[config.mk]
export PLATFORM = sky130hd
export DESIGN_NAME = read_wrap_ecc_power_config
export DESIGN_NICKNAME = d
export VERILOG_FILES = /design/src/wrap_cfg_pkg.sv /design/src/read_wrap_ecc_power_config.sv
export VERILOG_INCLUDE_DIRS = /design/src
export SDC_FILE = /design/constraint.sdc
export NUM_CORES = 1
export LEC_CHECK = 0
export ABC_AREA = 0
export BUFFER_PORTS_ARGS = -buffer_cell sky130_fd_sc_hd__buf_4
export CAP_MARGIN = 10
export CORE_MARGIN = 10
export CORE_UTILIZATION = 53
export CTS_CLUSTER_SIZE = 12
export DETAILED_ROUTE_END_ITERATION = 8
export MAX_ROUTING_LAYER = met4
export PLACE_DENSITY = 0.8
export SLEW_MARGIN = 20
export SYNTH_ARGS = -nofsm -noshare
export SYNTH_HDL_FRONTEND = slang
export SYNTH_SLANG_ARGS = --single-unit
export TNS_END_PERCENT = 5
[constraint.sdc]
create_clock -name clk -period 6.9 [get_ports clk]
set_clock_uncertainty 0.1 [all_clocks]
set_input_delay 1.38 -clock clk [delete_from_list [all_inputs] [get_ports clk]]
set_output_delay 1.38 -clock clk [all_outputs]
set_load 0.02 [all_outputs]
[src/wrap_cfg_params.svh]
// Purpose: Offsets, field positions, reset values and constants of the read wrap and power configuration bank.
// Assumes: Registers are reached over a plain strobe port with 4-bit index addresses.
// Notes: Offsets are register indices on that port.
// Notes on behaviour
// - Bits 7:5 hold drive strength code.
// - Bit 4 enables wrapped read bursts.
// - Wrap mode follows enable, length bits 1:0.
// - Bits 1:0 select 8/16/32/64 byte wrap.
// - Wrapped bursts stay inside aligned group.
// - Bit 3 selects correction or double detect.
// - ECC mode steers trap and counter.
// - Bit 2 picks standby or deep sleep.
// - Chip select pulse or reset leaves sleep.
// - Eight byte wrap from 07 yields 07,00..06.
`ifndef WRAP_CFG_PARAMS_SVH
`define WRAP_CFG_PARAMS_SVH

// Register indices on the register port.
`define IDX_PERSIST 4'h0
`define IDX_LIVE 4'h1
`define IDX_STATUS 4'h2
`define IDX_ERR_COUNT 4'h3
`define IDX_TRAP_ADDR 4'h4

// Field positions inside both configuration copies.
`define FLD_DRIVE_HI 7
`define FLD_DRIVE_LO 5
`define FLD_WRAP_EN 4
`define FLD_ECC_MODE 3
`define FLD_SLEEP 2

// Factory value: drive 101, wrap off, double detect on, standby, 8 bytes.
`define CFG_DEFAULT 8'hA8

// Counter width of the ECC error counter.
`define ERR_COUNT_W 16

`endif

[src/wrap_cfg_pkg.sv]
// Purpose: Types shared by the read wrap and power configuration bank.
// Assumes: Used together with wrap_cfg_params.svh.
// Notes: Field order matches the bit positions of the configuration byte.
package wrap_cfg_pkg;

  // One configuration byte, most significant field first.
  typedef struct packed {
    logic [2:0] drive_strength_code;
    logic wrap_burst_enable;
    logic ecc_mode_select;
    logic sleep_after_powerup;
    logic [1:0] wrap_burst_length;
  } cfg_t;

  // One request on the register port.
  typedef struct packed {
    logic wr;
    logic rd;
    logic [3:0] addr;
    logic [31:0] wdata;
  } reg_req_t;

  // Power state of the device.
  typedef enum logic [1:0] {
    ST_LOAD = 2'b00,
    ST_STANDBY = 2'b01,
    ST_DEEP = 2'b10
  } power_state_t;

endpackage
[src/read_wrap_ecc_power_config.sv]
// Purpose: Persistent and live configuration copies, wrap address stepping, power state and ECC bookkeeping.
// Assumes: All inputs except the asynchronous rst are synchronous to clk; persistent storage is modelled by flip-flops.
// Notes: Read data stand only in the cycle after a read strobe and read zero otherwise.
//
// Our own choices: the placing of the registers and strobed register access.
`timescale 1ns/1ps
`include "wrap_cfg_params.svh"

module read_wrap_ecc_power_config (
  input wire logic clk,
  input wire logic rst,
  input wire wrap_cfg_pkg::reg_req_t reg_req,
  output logic [31:0] rdata,
  input wire logic cs_pulse,
  input wire logic hw_reset_req,
  input wire logic burst_start,
  input wire logic [31:0] burst_start_addr,
  input wire logic burst_advance,
  output logic [31:0] burst_addr,
  output logic wrap_active,
  output logic [7:0] drive_ohms,
  output logic deep_sleep_state,
  output logic config_ready,
  input wire logic ecc_corrected,
  input wire logic ecc_double,
  input wire logic [31:0] ecc_addr,
  output logic ecc_uncorrectable
);

  // Decodes a drive strength code into output impedance in ohms.
  function automatic logic [7:0] ohms_of(input logic [2:0] code);
    logic [7:0] r;
    r = 8'h2D;
    unique case (code)
      3'h0: r = 8'h2D;
      3'h1: r = 8'h78;
      3'h2: r = 8'h5A;
      3'h3: r = 8'h3C;
      3'h4: r = 8'h2D;
      3'h5: r = 8'h1E;
      3'h6: r = 8'h14;
      3'h7: r = 8'h0F;
    endcase
    return r;
  endfunction

  // Mask of the offset bits inside one wrap group.
  function automatic logic [31:0] wrap_mask(input logic [1:0] len);
    return (32'h0000_0008 << len) - 32'h0000_0001;
  endfunction

  // Next burst address, wrapping inside the aligned group when enabled.
  function automatic logic [31:0] step_addr(input logic [31:0] a, input logic en, input logic [1:0] len);
    logic [31:0] m;
    logic [31:0] inc;
    m = wrap_mask(len);
    inc = a + 32'h0000_0001;
    if (en)
    begin
      return (a & ~m) | (inc & m);
    end
    return inc;
  endfunction

  // Persistent copy; reset stands for the factory programmed value.
  wrap_cfg_pkg::cfg_t persist_reg;
  // Live working copy that steers the block.
  wrap_cfg_pkg::cfg_t live_reg;
  // Power state of the device.
  wrap_cfg_pkg::power_state_t state_reg;
  // Burst address currently delivered.
  logic [31:0] burst_addr_reg;
  // Wrap mode latched when the current burst started.
  logic wrap_active_reg;
  logic [1:0] wrap_len_reg;
  // Burst in progress flag.
  logic burst_busy_reg;
  // Read data register.
  logic [31:0] rdata_reg;
  // ECC error counter and trapped address.
  logic [`ERR_COUNT_W-1:0] err_count_reg;
  logic [31:0] trap_addr_reg;
  logic trap_valid_reg;
  logic ecc_uncorr_reg;
  // Registered view of impedance.
  logic [7:0] drive_ohms_reg;
  // Registered power flags, so that these outputs come straight from flip-flops.
  logic deep_sleep_reg;
  logic config_ready_reg;
  // Value taken by the load: a persistent write in the load cycle is carried along.
  wrap_cfg_pkg::cfg_t load_src;

  // Decoded register port strobes.
  logic wr_persist;
  logic wr_live;
  logic wr_count;
  logic wr_trap;
  // ECC events that the current mode reports.
  logic ecc_report;
  logic ecc_double_seen;

  assign wr_persist = reg_req.wr && reg_req.addr == `IDX_PERSIST;
  assign wr_live = reg_req.wr && reg_req.addr == `IDX_LIVE && state_reg != wrap_cfg_pkg::ST_LOAD;
  assign wr_count = reg_req.wr && reg_req.addr == `IDX_ERR_COUNT;
  assign wr_trap = reg_req.wr && reg_req.addr == `IDX_TRAP_ADDR;
  // Double errors are only reported when the double detect mode is chosen.
  assign ecc_double_seen = ecc_double && live_reg.ecc_mode_select;
  assign ecc_report = ecc_corrected || ecc_double_seen;
  // Forwarding lets a persistent write at the first edge after reset pick the power-up state.
  assign load_src = wr_persist ? wrap_cfg_pkg::cfg_t'(reg_req.wdata[7:0]) : persist_reg;

  // Persistent copy takes software writes; the host rewrites the array after an ECC change.
  always_ff @(posedge clk or posedge rst)
  begin
    if (rst)
    begin
      persist_reg <= `CFG_DEFAULT;
    end
    else if (wr_persist)
    begin
      persist_reg <= reg_req.wdata[7:0];
    end
  end

  // Live copy loads from persistent in the load state with wrap enable cleared, then follows software writes.
  always_ff @(posedge clk or posedge rst)
  begin
    if (rst)
    begin
      live_reg <= `CFG_DEFAULT;
    end
    else if (state_reg == wrap_cfg_pkg::ST_LOAD)
    begin
      live_reg <= load_src;
      live_reg.wrap_burst_enable <= 1'b0;
    end
    else if (wr_live)
    begin
      live_reg.drive_strength_code <= reg_req.wdata[`FLD_DRIVE_HI:`FLD_DRIVE_LO];
      live_reg.wrap_burst_enable <= reg_req.wdata[`FLD_WRAP_EN];
      live_reg.ecc_mode_select <= reg_req.wdata[`FLD_ECC_MODE];
      live_reg.wrap_burst_length <= reg_req.wdata[1:0];
      // The sleep selection bit of the live copy is read-only.
    end
  end

  // Power state: load first, then standby or deep sleep as chosen; the flags move with the state.
  always_ff @(posedge clk or posedge rst)
  begin
    if (rst)
    begin
      state_reg <= wrap_cfg_pkg::ST_LOAD;
      deep_sleep_reg <= 1'b0;
      config_ready_reg <= 1'b0;
    end
    else
    begin
      unique case (state_reg)
        wrap_cfg_pkg::ST_LOAD:
        begin
          // Choice follows the value that is being copied into the live copy this cycle.
          state_reg <= load_src.sleep_after_powerup ? wrap_cfg_pkg::ST_DEEP : wrap_cfg_pkg::ST_STANDBY;
          deep_sleep_reg <= load_src.sleep_after_powerup;
          config_ready_reg <= 1'b1;
        end
        wrap_cfg_pkg::ST_DEEP:
        begin
          // Chip select pulse or hardware reset wakes the device.
          if (cs_pulse || hw_reset_req)
          begin
            state_reg <= wrap_cfg_pkg::ST_STANDBY;
            deep_sleep_reg <= 1'b0;
          end
        end
        wrap_cfg_pkg::ST_STANDBY:
        begin
          state_reg <= wrap_cfg_pkg::ST_STANDBY;
        end
        default:
        begin
          // An illegal code falls back to loading.
          state_reg <= wrap_cfg_pkg::ST_LOAD;
          deep_sleep_reg <= 1'b0;
          config_ready_reg <= 1'b0;
        end
      endcase
    end
  end

  // Burst address generator; wrap mode is taken when a burst starts.
  always_ff @(posedge clk or posedge rst)
  begin
    if (rst)
    begin
      burst_addr_reg <= 32'h0000_0000;
      wrap_active_reg <= 1'b0;
      wrap_len_reg <= 2'h0;
      burst_busy_reg <= 1'b0;
    end
    else if (state_reg != wrap_cfg_pkg::ST_STANDBY)
    begin
      // No reads are served while loading or asleep.
      burst_busy_reg <= 1'b0;
    end
    else if (burst_start)
    begin
      burst_addr_reg <= burst_start_addr;
      wrap_active_reg <= live_reg.wrap_burst_enable;
      wrap_len_reg <= live_reg.wrap_burst_length;
      burst_busy_reg <= 1'b1;
    end
    else if (burst_advance && burst_busy_reg)
    begin
      burst_addr_reg <= step_addr(burst_addr_reg, wrap_active_reg, wrap_len_reg);
    end
  end

  // ECC counter and address trap; counting wins over a clear in the same cycle.
  always_ff @(posedge clk or posedge rst)
  begin
    if (rst)
    begin
      err_count_reg <= '0;
      trap_addr_reg <= 32'h0000_0000;
      trap_valid_reg <= 1'b0;
      ecc_uncorr_reg <= 1'b0;
    end
    else
    begin
      ecc_uncorr_reg <= ecc_double_seen;
      if (ecc_report)
      begin
        err_count_reg <= err_count_reg + `ERR_COUNT_W'(1);
      end
      else if (wr_count)
      begin
        err_count_reg <= '0;
      end
      // First reported error address is held until software clears it; an event beside the clear re-arms it.
      if (ecc_report && (!trap_valid_reg || wr_trap))
      begin
        trap_addr_reg <= ecc_addr;
        trap_valid_reg <= 1'b1;
      end
      else if (wr_trap)
      begin
        trap_valid_reg <= 1'b0;
      end
    end
  end

  // Read data stand for one cycle after a read strobe; unmapped indices read zero.
  always_ff @(posedge clk or posedge rst)
  begin
    if (rst)
    begin
      rdata_reg <= 32'h0000_0000;
    end
    else if (reg_req.rd)
    begin
      unique case (reg_req.addr)
        `IDX_PERSIST: rdata_reg <= {24'h00_0000, persist_reg};
        `IDX_LIVE: rdata_reg <= {24'h00_0000, live_reg};
        `IDX_STATUS: rdata_reg <= {29'h0000_0000, trap_valid_reg, state_reg};
        `IDX_ERR_COUNT: rdata_reg <= {16'h0000, err_count_reg};
        `IDX_TRAP_ADDR: rdata_reg <= trap_addr_reg;
        default: rdata_reg <= 32'h0000_0000;
      endcase
    end
    else
    begin
      rdata_reg <= 32'h0000_0000;
    end
  end

  // Output impedance follows the live drive code.
  always_ff @(posedge clk or posedge rst)
  begin
    if (rst)
    begin
      drive_ohms_reg <= 8'h1E;
    end
    else
    begin
      drive_ohms_reg <= ohms_of(live_reg.drive_strength_code);
    end
  end

  assign rdata = rdata_reg;
  assign burst_addr = burst_addr_reg;
  assign wrap_active = wrap_active_reg;
  assign drive_ohms = drive_ohms_reg;
  assign deep_sleep_state = deep_sleep_reg;
  assign config_ready = config_ready_reg;
  assign ecc_uncorrectable = ecc_uncorr_reg;
endmodule

==> metrics.md <==
| Metric | Value |
|---|---|
| Placed inst area | `between 0.008 and 0.009 mm^2` |
| Post-DR wirelength/cell | `19.3 um` |
| Wire length of the first global-routing pass | `30400 um` |
| Final period utilization | `roughly 44%` |
| Starting utilization of the core area | `54.4%` |
| Most instantiated cells after synthesis | `135 x sky130_fd_sc_hd__dfrtp_1, 75 x sky130_fd_sc_hd__nand2_1, 52 x sky130_fd_sc_hd__o21ai_0` |
| Crit Path Class | `in2reg` |
| Synthesized Nets | `773` |
| Post-synthesis cell type with the largest combined area | `sky130_fd_sc_hd__dfrtp_1` |
| Number of port buffers | `160` |
| Setup repair after global routing missed its margin | `false` |
| Hpwl dp | `13800 um` |
| Clock period minus worst slack | `approximately 3.0 ns` |
| Layout overhead on the synthesized area | `27.9%` |
| Total gr overflow | `0` |
| Worst path required time | `7.10 ns` |
| Final critical-path setup slack | `3.85 ns` |
| Post-route DRC violation count | `0` |
| Buf+Inv Stages, Crit Path | `1` |
| Final Setup Violations | `0` |
| Kind of end point of the critical path | `flip-flop` |
| MaxCap Viol Count | `0` |
| Die boundary width | `approximately 130 um` |
| Vias per std cell | `roughly 6` |
| Final standard cell area without fillers | `just under 0.009 mm^2` |
| Most common cell in the synthesized netlist | `sky130_fd_sc_hd__dfrtp_1` |
| Worst-margin pin slew | `1.06 ns` |
| Number of enable flip-flop cells after synthesis | `0` |
| CTS H-Tree Depth | `4` |
| Worst Path Max Fanout | `32` |
| Result of the run | `completed` |
| Main synth FF type | `sky130_fd_sc_hd__dfrtp_1` |
| Routed Antenna Nets | `0` |
| Part of the total power dissipated in combinational logic | `between 30 and 40%` |
| Startpoint class of the critical path | `input port` |
| Count of state elements after synthesis | `145` |
| Slowest stage cell, crit path | `sky130_fd_sc_hd__a21oi_4` |
| Max Buffers Root-to-Sink | `2` |
| Die area | `0.0180 mm^2` |
| Post-cts hold buffer count | `0` |
| Chip Height | `134 um` |
| Critical path's largest stage delay | `about 0.84 ns` |
| Portion of total power attributed to sequential cells | `about two fifths` |
| Sw frac | `36.5%` |
| Pin count of the biggest net entering global routing | `74` |
| Yosys Warn Count | `0` |
| Number of instances resized during post-cts repair | `0` |
| Fin util | `69.6%` |
| Internal power consumption | `between 2 and 2.5 mW` |
| Relative max-transition margin | `about 29%` |
| CTS tree | `done` |
| Row Count | `41` |
| Number of distinct library cells after synthesis | `63` |
| Portion of synthesized cell area occupied by the leading cell type | `a little under 50%` |
| Count of boundary I/O pins | `roughly 190` |
| Vias after detailed routing | `5910` |
| Worst vdd ir | `224 uV` |
| TritonCTS buffer count | `17` |
| Met2 wire length | `about 9400 um` |
| Vias in the first global route | `5905` |
| Worst min-delay path category | `reg2reg` |
| Sw power | `1.24 mW` |
| Pins over their slew limit | `0` |
| Met1 layer wirelength in the final routing | `~7700 um` |
| Post-CTS setup buffer count | `0` |
| TritonRoute pass-1 iters | `6` |
| Achievable frequency | `328 MHz` |
| Fin nets | `just over 900` |
| Count of filler cells inserted in the layout | `961` |
| Insertion delay to the later sink of the worst-skew pair | `0.42 ns` |
| # diodes | `0` |
| GRT Resource Usage Total | `between 20% and 30%` |
| Floorplan core area | `approximately 0.013 mm^2` |
| Proportion of power drawn by the clock network | `27.7%` |
| Final hold violations | `0` |
| Kind of cell adding the most delay to the critical path | `compound AO/OA/AOI/OAI gates` |
| Largest cells by area after synthesis | `sky130_fd_sc_hd__dfrtp_1 49%, sky130_fd_sc_hd__mux2_2 6.7%, sky130_fd_sc_hd__nand2_1 4.1%` |
| Top routing layer used | `met4` |
| CTS clock-pin slew for the worst setup and hold paths | `0.06 ns` |
| PD cells | `385 mW/mm^2` |
| Total negative setup slack | `0 ns` |
| Hold WS | `0.398 ns` |
| Arrival time of the worst setup path | `3.25 ns` |
| Sequential fraction of the synthesis area | `between 50% and 60%` |
| Pre-CTS worst setup slack | `3.42 ns` |
| Layout cell share with drive strength beyond 1 | `32.8%` |
| Number of instances in the synthesized netlist | `between 600 and 700` |
| Routed length on met3 | `1410 um` |
| Ordered list of cells on the worst path | `buf_4 > nor4b_4 > nand2_1 > a21oi_4 > mux2_2` |
| Routability congestion estimate | `0.886` |
| Leakage | `4.06 nW` |
| Netlist area before placement | `0.00689 mm^2` |
| Antenna violations before repair | `0` |
| Drt initial violations | `approximately 670` |
| Number of clock sinks | `145` |
| Detailed-route wire length | `19100 um` |
| Master cell of the clock root buffer | `sky130_fd_sc_hd__clkbuf_16` |
| Avg Cell Area, Syn | `approximately 11 um^2` |
| Async set or reset register ratio after synthesis | `between 90% and 100%` |
## worst paths after layout
kind | start | end | slack, ns | depth (start not counted)
worst max register to register | state_reg[1] | flip-flop | 4.33 | 6
worst min-delay path | trap_addr_reg[28] | trap_addr_reg[28] | 0.40 | 1
worst min register to register | trap_addr_reg[28] | trap_addr_reg[28] | 0.40 | 1
min in group asynchronous | rst | rdata[25] | 0.95 | 2
worst max-delay path | reg_req[35] | trap_addr_reg[7] | 3.85 | 5
max in group asynchronous | rst | asynchronous set/reset pin | 4.38 | 3
## routing by layer
layer | track usage, % | vias to the layer above
met5 | - | -
met4 | 9.43 | 0
met3 | 5.53 | 42
met2 | 33.9 | 257
met1 | 25.6 | 2919
li1 | - | 2692
## through the flow
| step | std cells | power (mW) |
|---|---|---|
| 2_1_floorplan | 652 | 2.01 |
| 3_3_place_gp | 954 | 2.41 |
| 3_5_place_dp | 954 | 2.46 |
| 4_1_cts | 986 | 3.41 |
| 5_1_grt | 986 | 3.59 |
| 6_report | 986 | 3.40 |
## power groups by stage
| stage | Clock (mW) | Sequential (mW) | Combinational, mW |
|---|---|---|---|
| CTS | 0.953 | 1.41 | 1.05 |
| finish | 0.942 | 1.41 | 1.04 |
| global placement | 0 | 1.40 | 1.01 |
| detailed placement | 0 | 1.42 | 1.04 |
| floorplan | 0 | 1.47 | 0.536 |
| global route | 0.993 | 1.45 | 1.14 |
## cell families after synthesis
family                     Yosys count  share of synthesized area [%]
AOI/OAI and AO/OA                  160                           14.9
xor gates and xnor gates             3                          0.381
adders and majority gates           11                           2.00
buffers and inverters               47                           2.85
DFF                                145                           52.8
muxes                               52                           8.29
other                                1                         0.0544
and+or+nand+nor                    233                           18.7
## cell usage in the layout (no fill, tap or decap), types with 6 or more instances in the layout
cell	count
sky130_fd_sc_hd__nor2_1	32
sky130_fd_sc_hd__a22oi_1	20
sky130_fd_sc_hd__a21oi_1	25
sky130_fd_sc_hd__dfstp_2	10
sky130_fd_sc_hd__buf_4	164
sky130_fd_sc_hd__mux2i_1	11
sky130_fd_sc_hd__and4_1	6
sky130_fd_sc_hd__o31ai_1	7
sky130_fd_sc_hd__mux2_2	41
sky130_fd_sc_hd__o21ai_0	52
sky130_fd_sc_hd__dfrtp_1	135
sky130_fd_sc_hd__nor3_1	6
sky130_fd_sc_hd__inv_1	12
sky130_fd_sc_hd__nand4_1	10
sky130_fd_sc_hd__o211ai_1	7
sky130_fd_sc_hd__nand2_1	75
sky130_fd_sc_hd__clkbuf_16	17
sky130_fd_sc_hd__ha_1	11
sky130_fd_sc_hd__a221o_1	6
sky130_fd_sc_hd__a31oi_1	12
sky130_fd_sc_hd__and3_1	22
sky130_fd_sc_hd__nand3_1	36
## cell type report
class	instances	area (um^2)	area share, %
clock inverter	14	178	2.01
inverter	13	53.8	0.610
timing repair buffer	164	1230	14.0
multi-input combinational	460	3070	34.8
sequential	145	3640	41.3
clock buffer	18	429	4.87
tap	172	215	2.44
(Power assumes the default switching activity.)
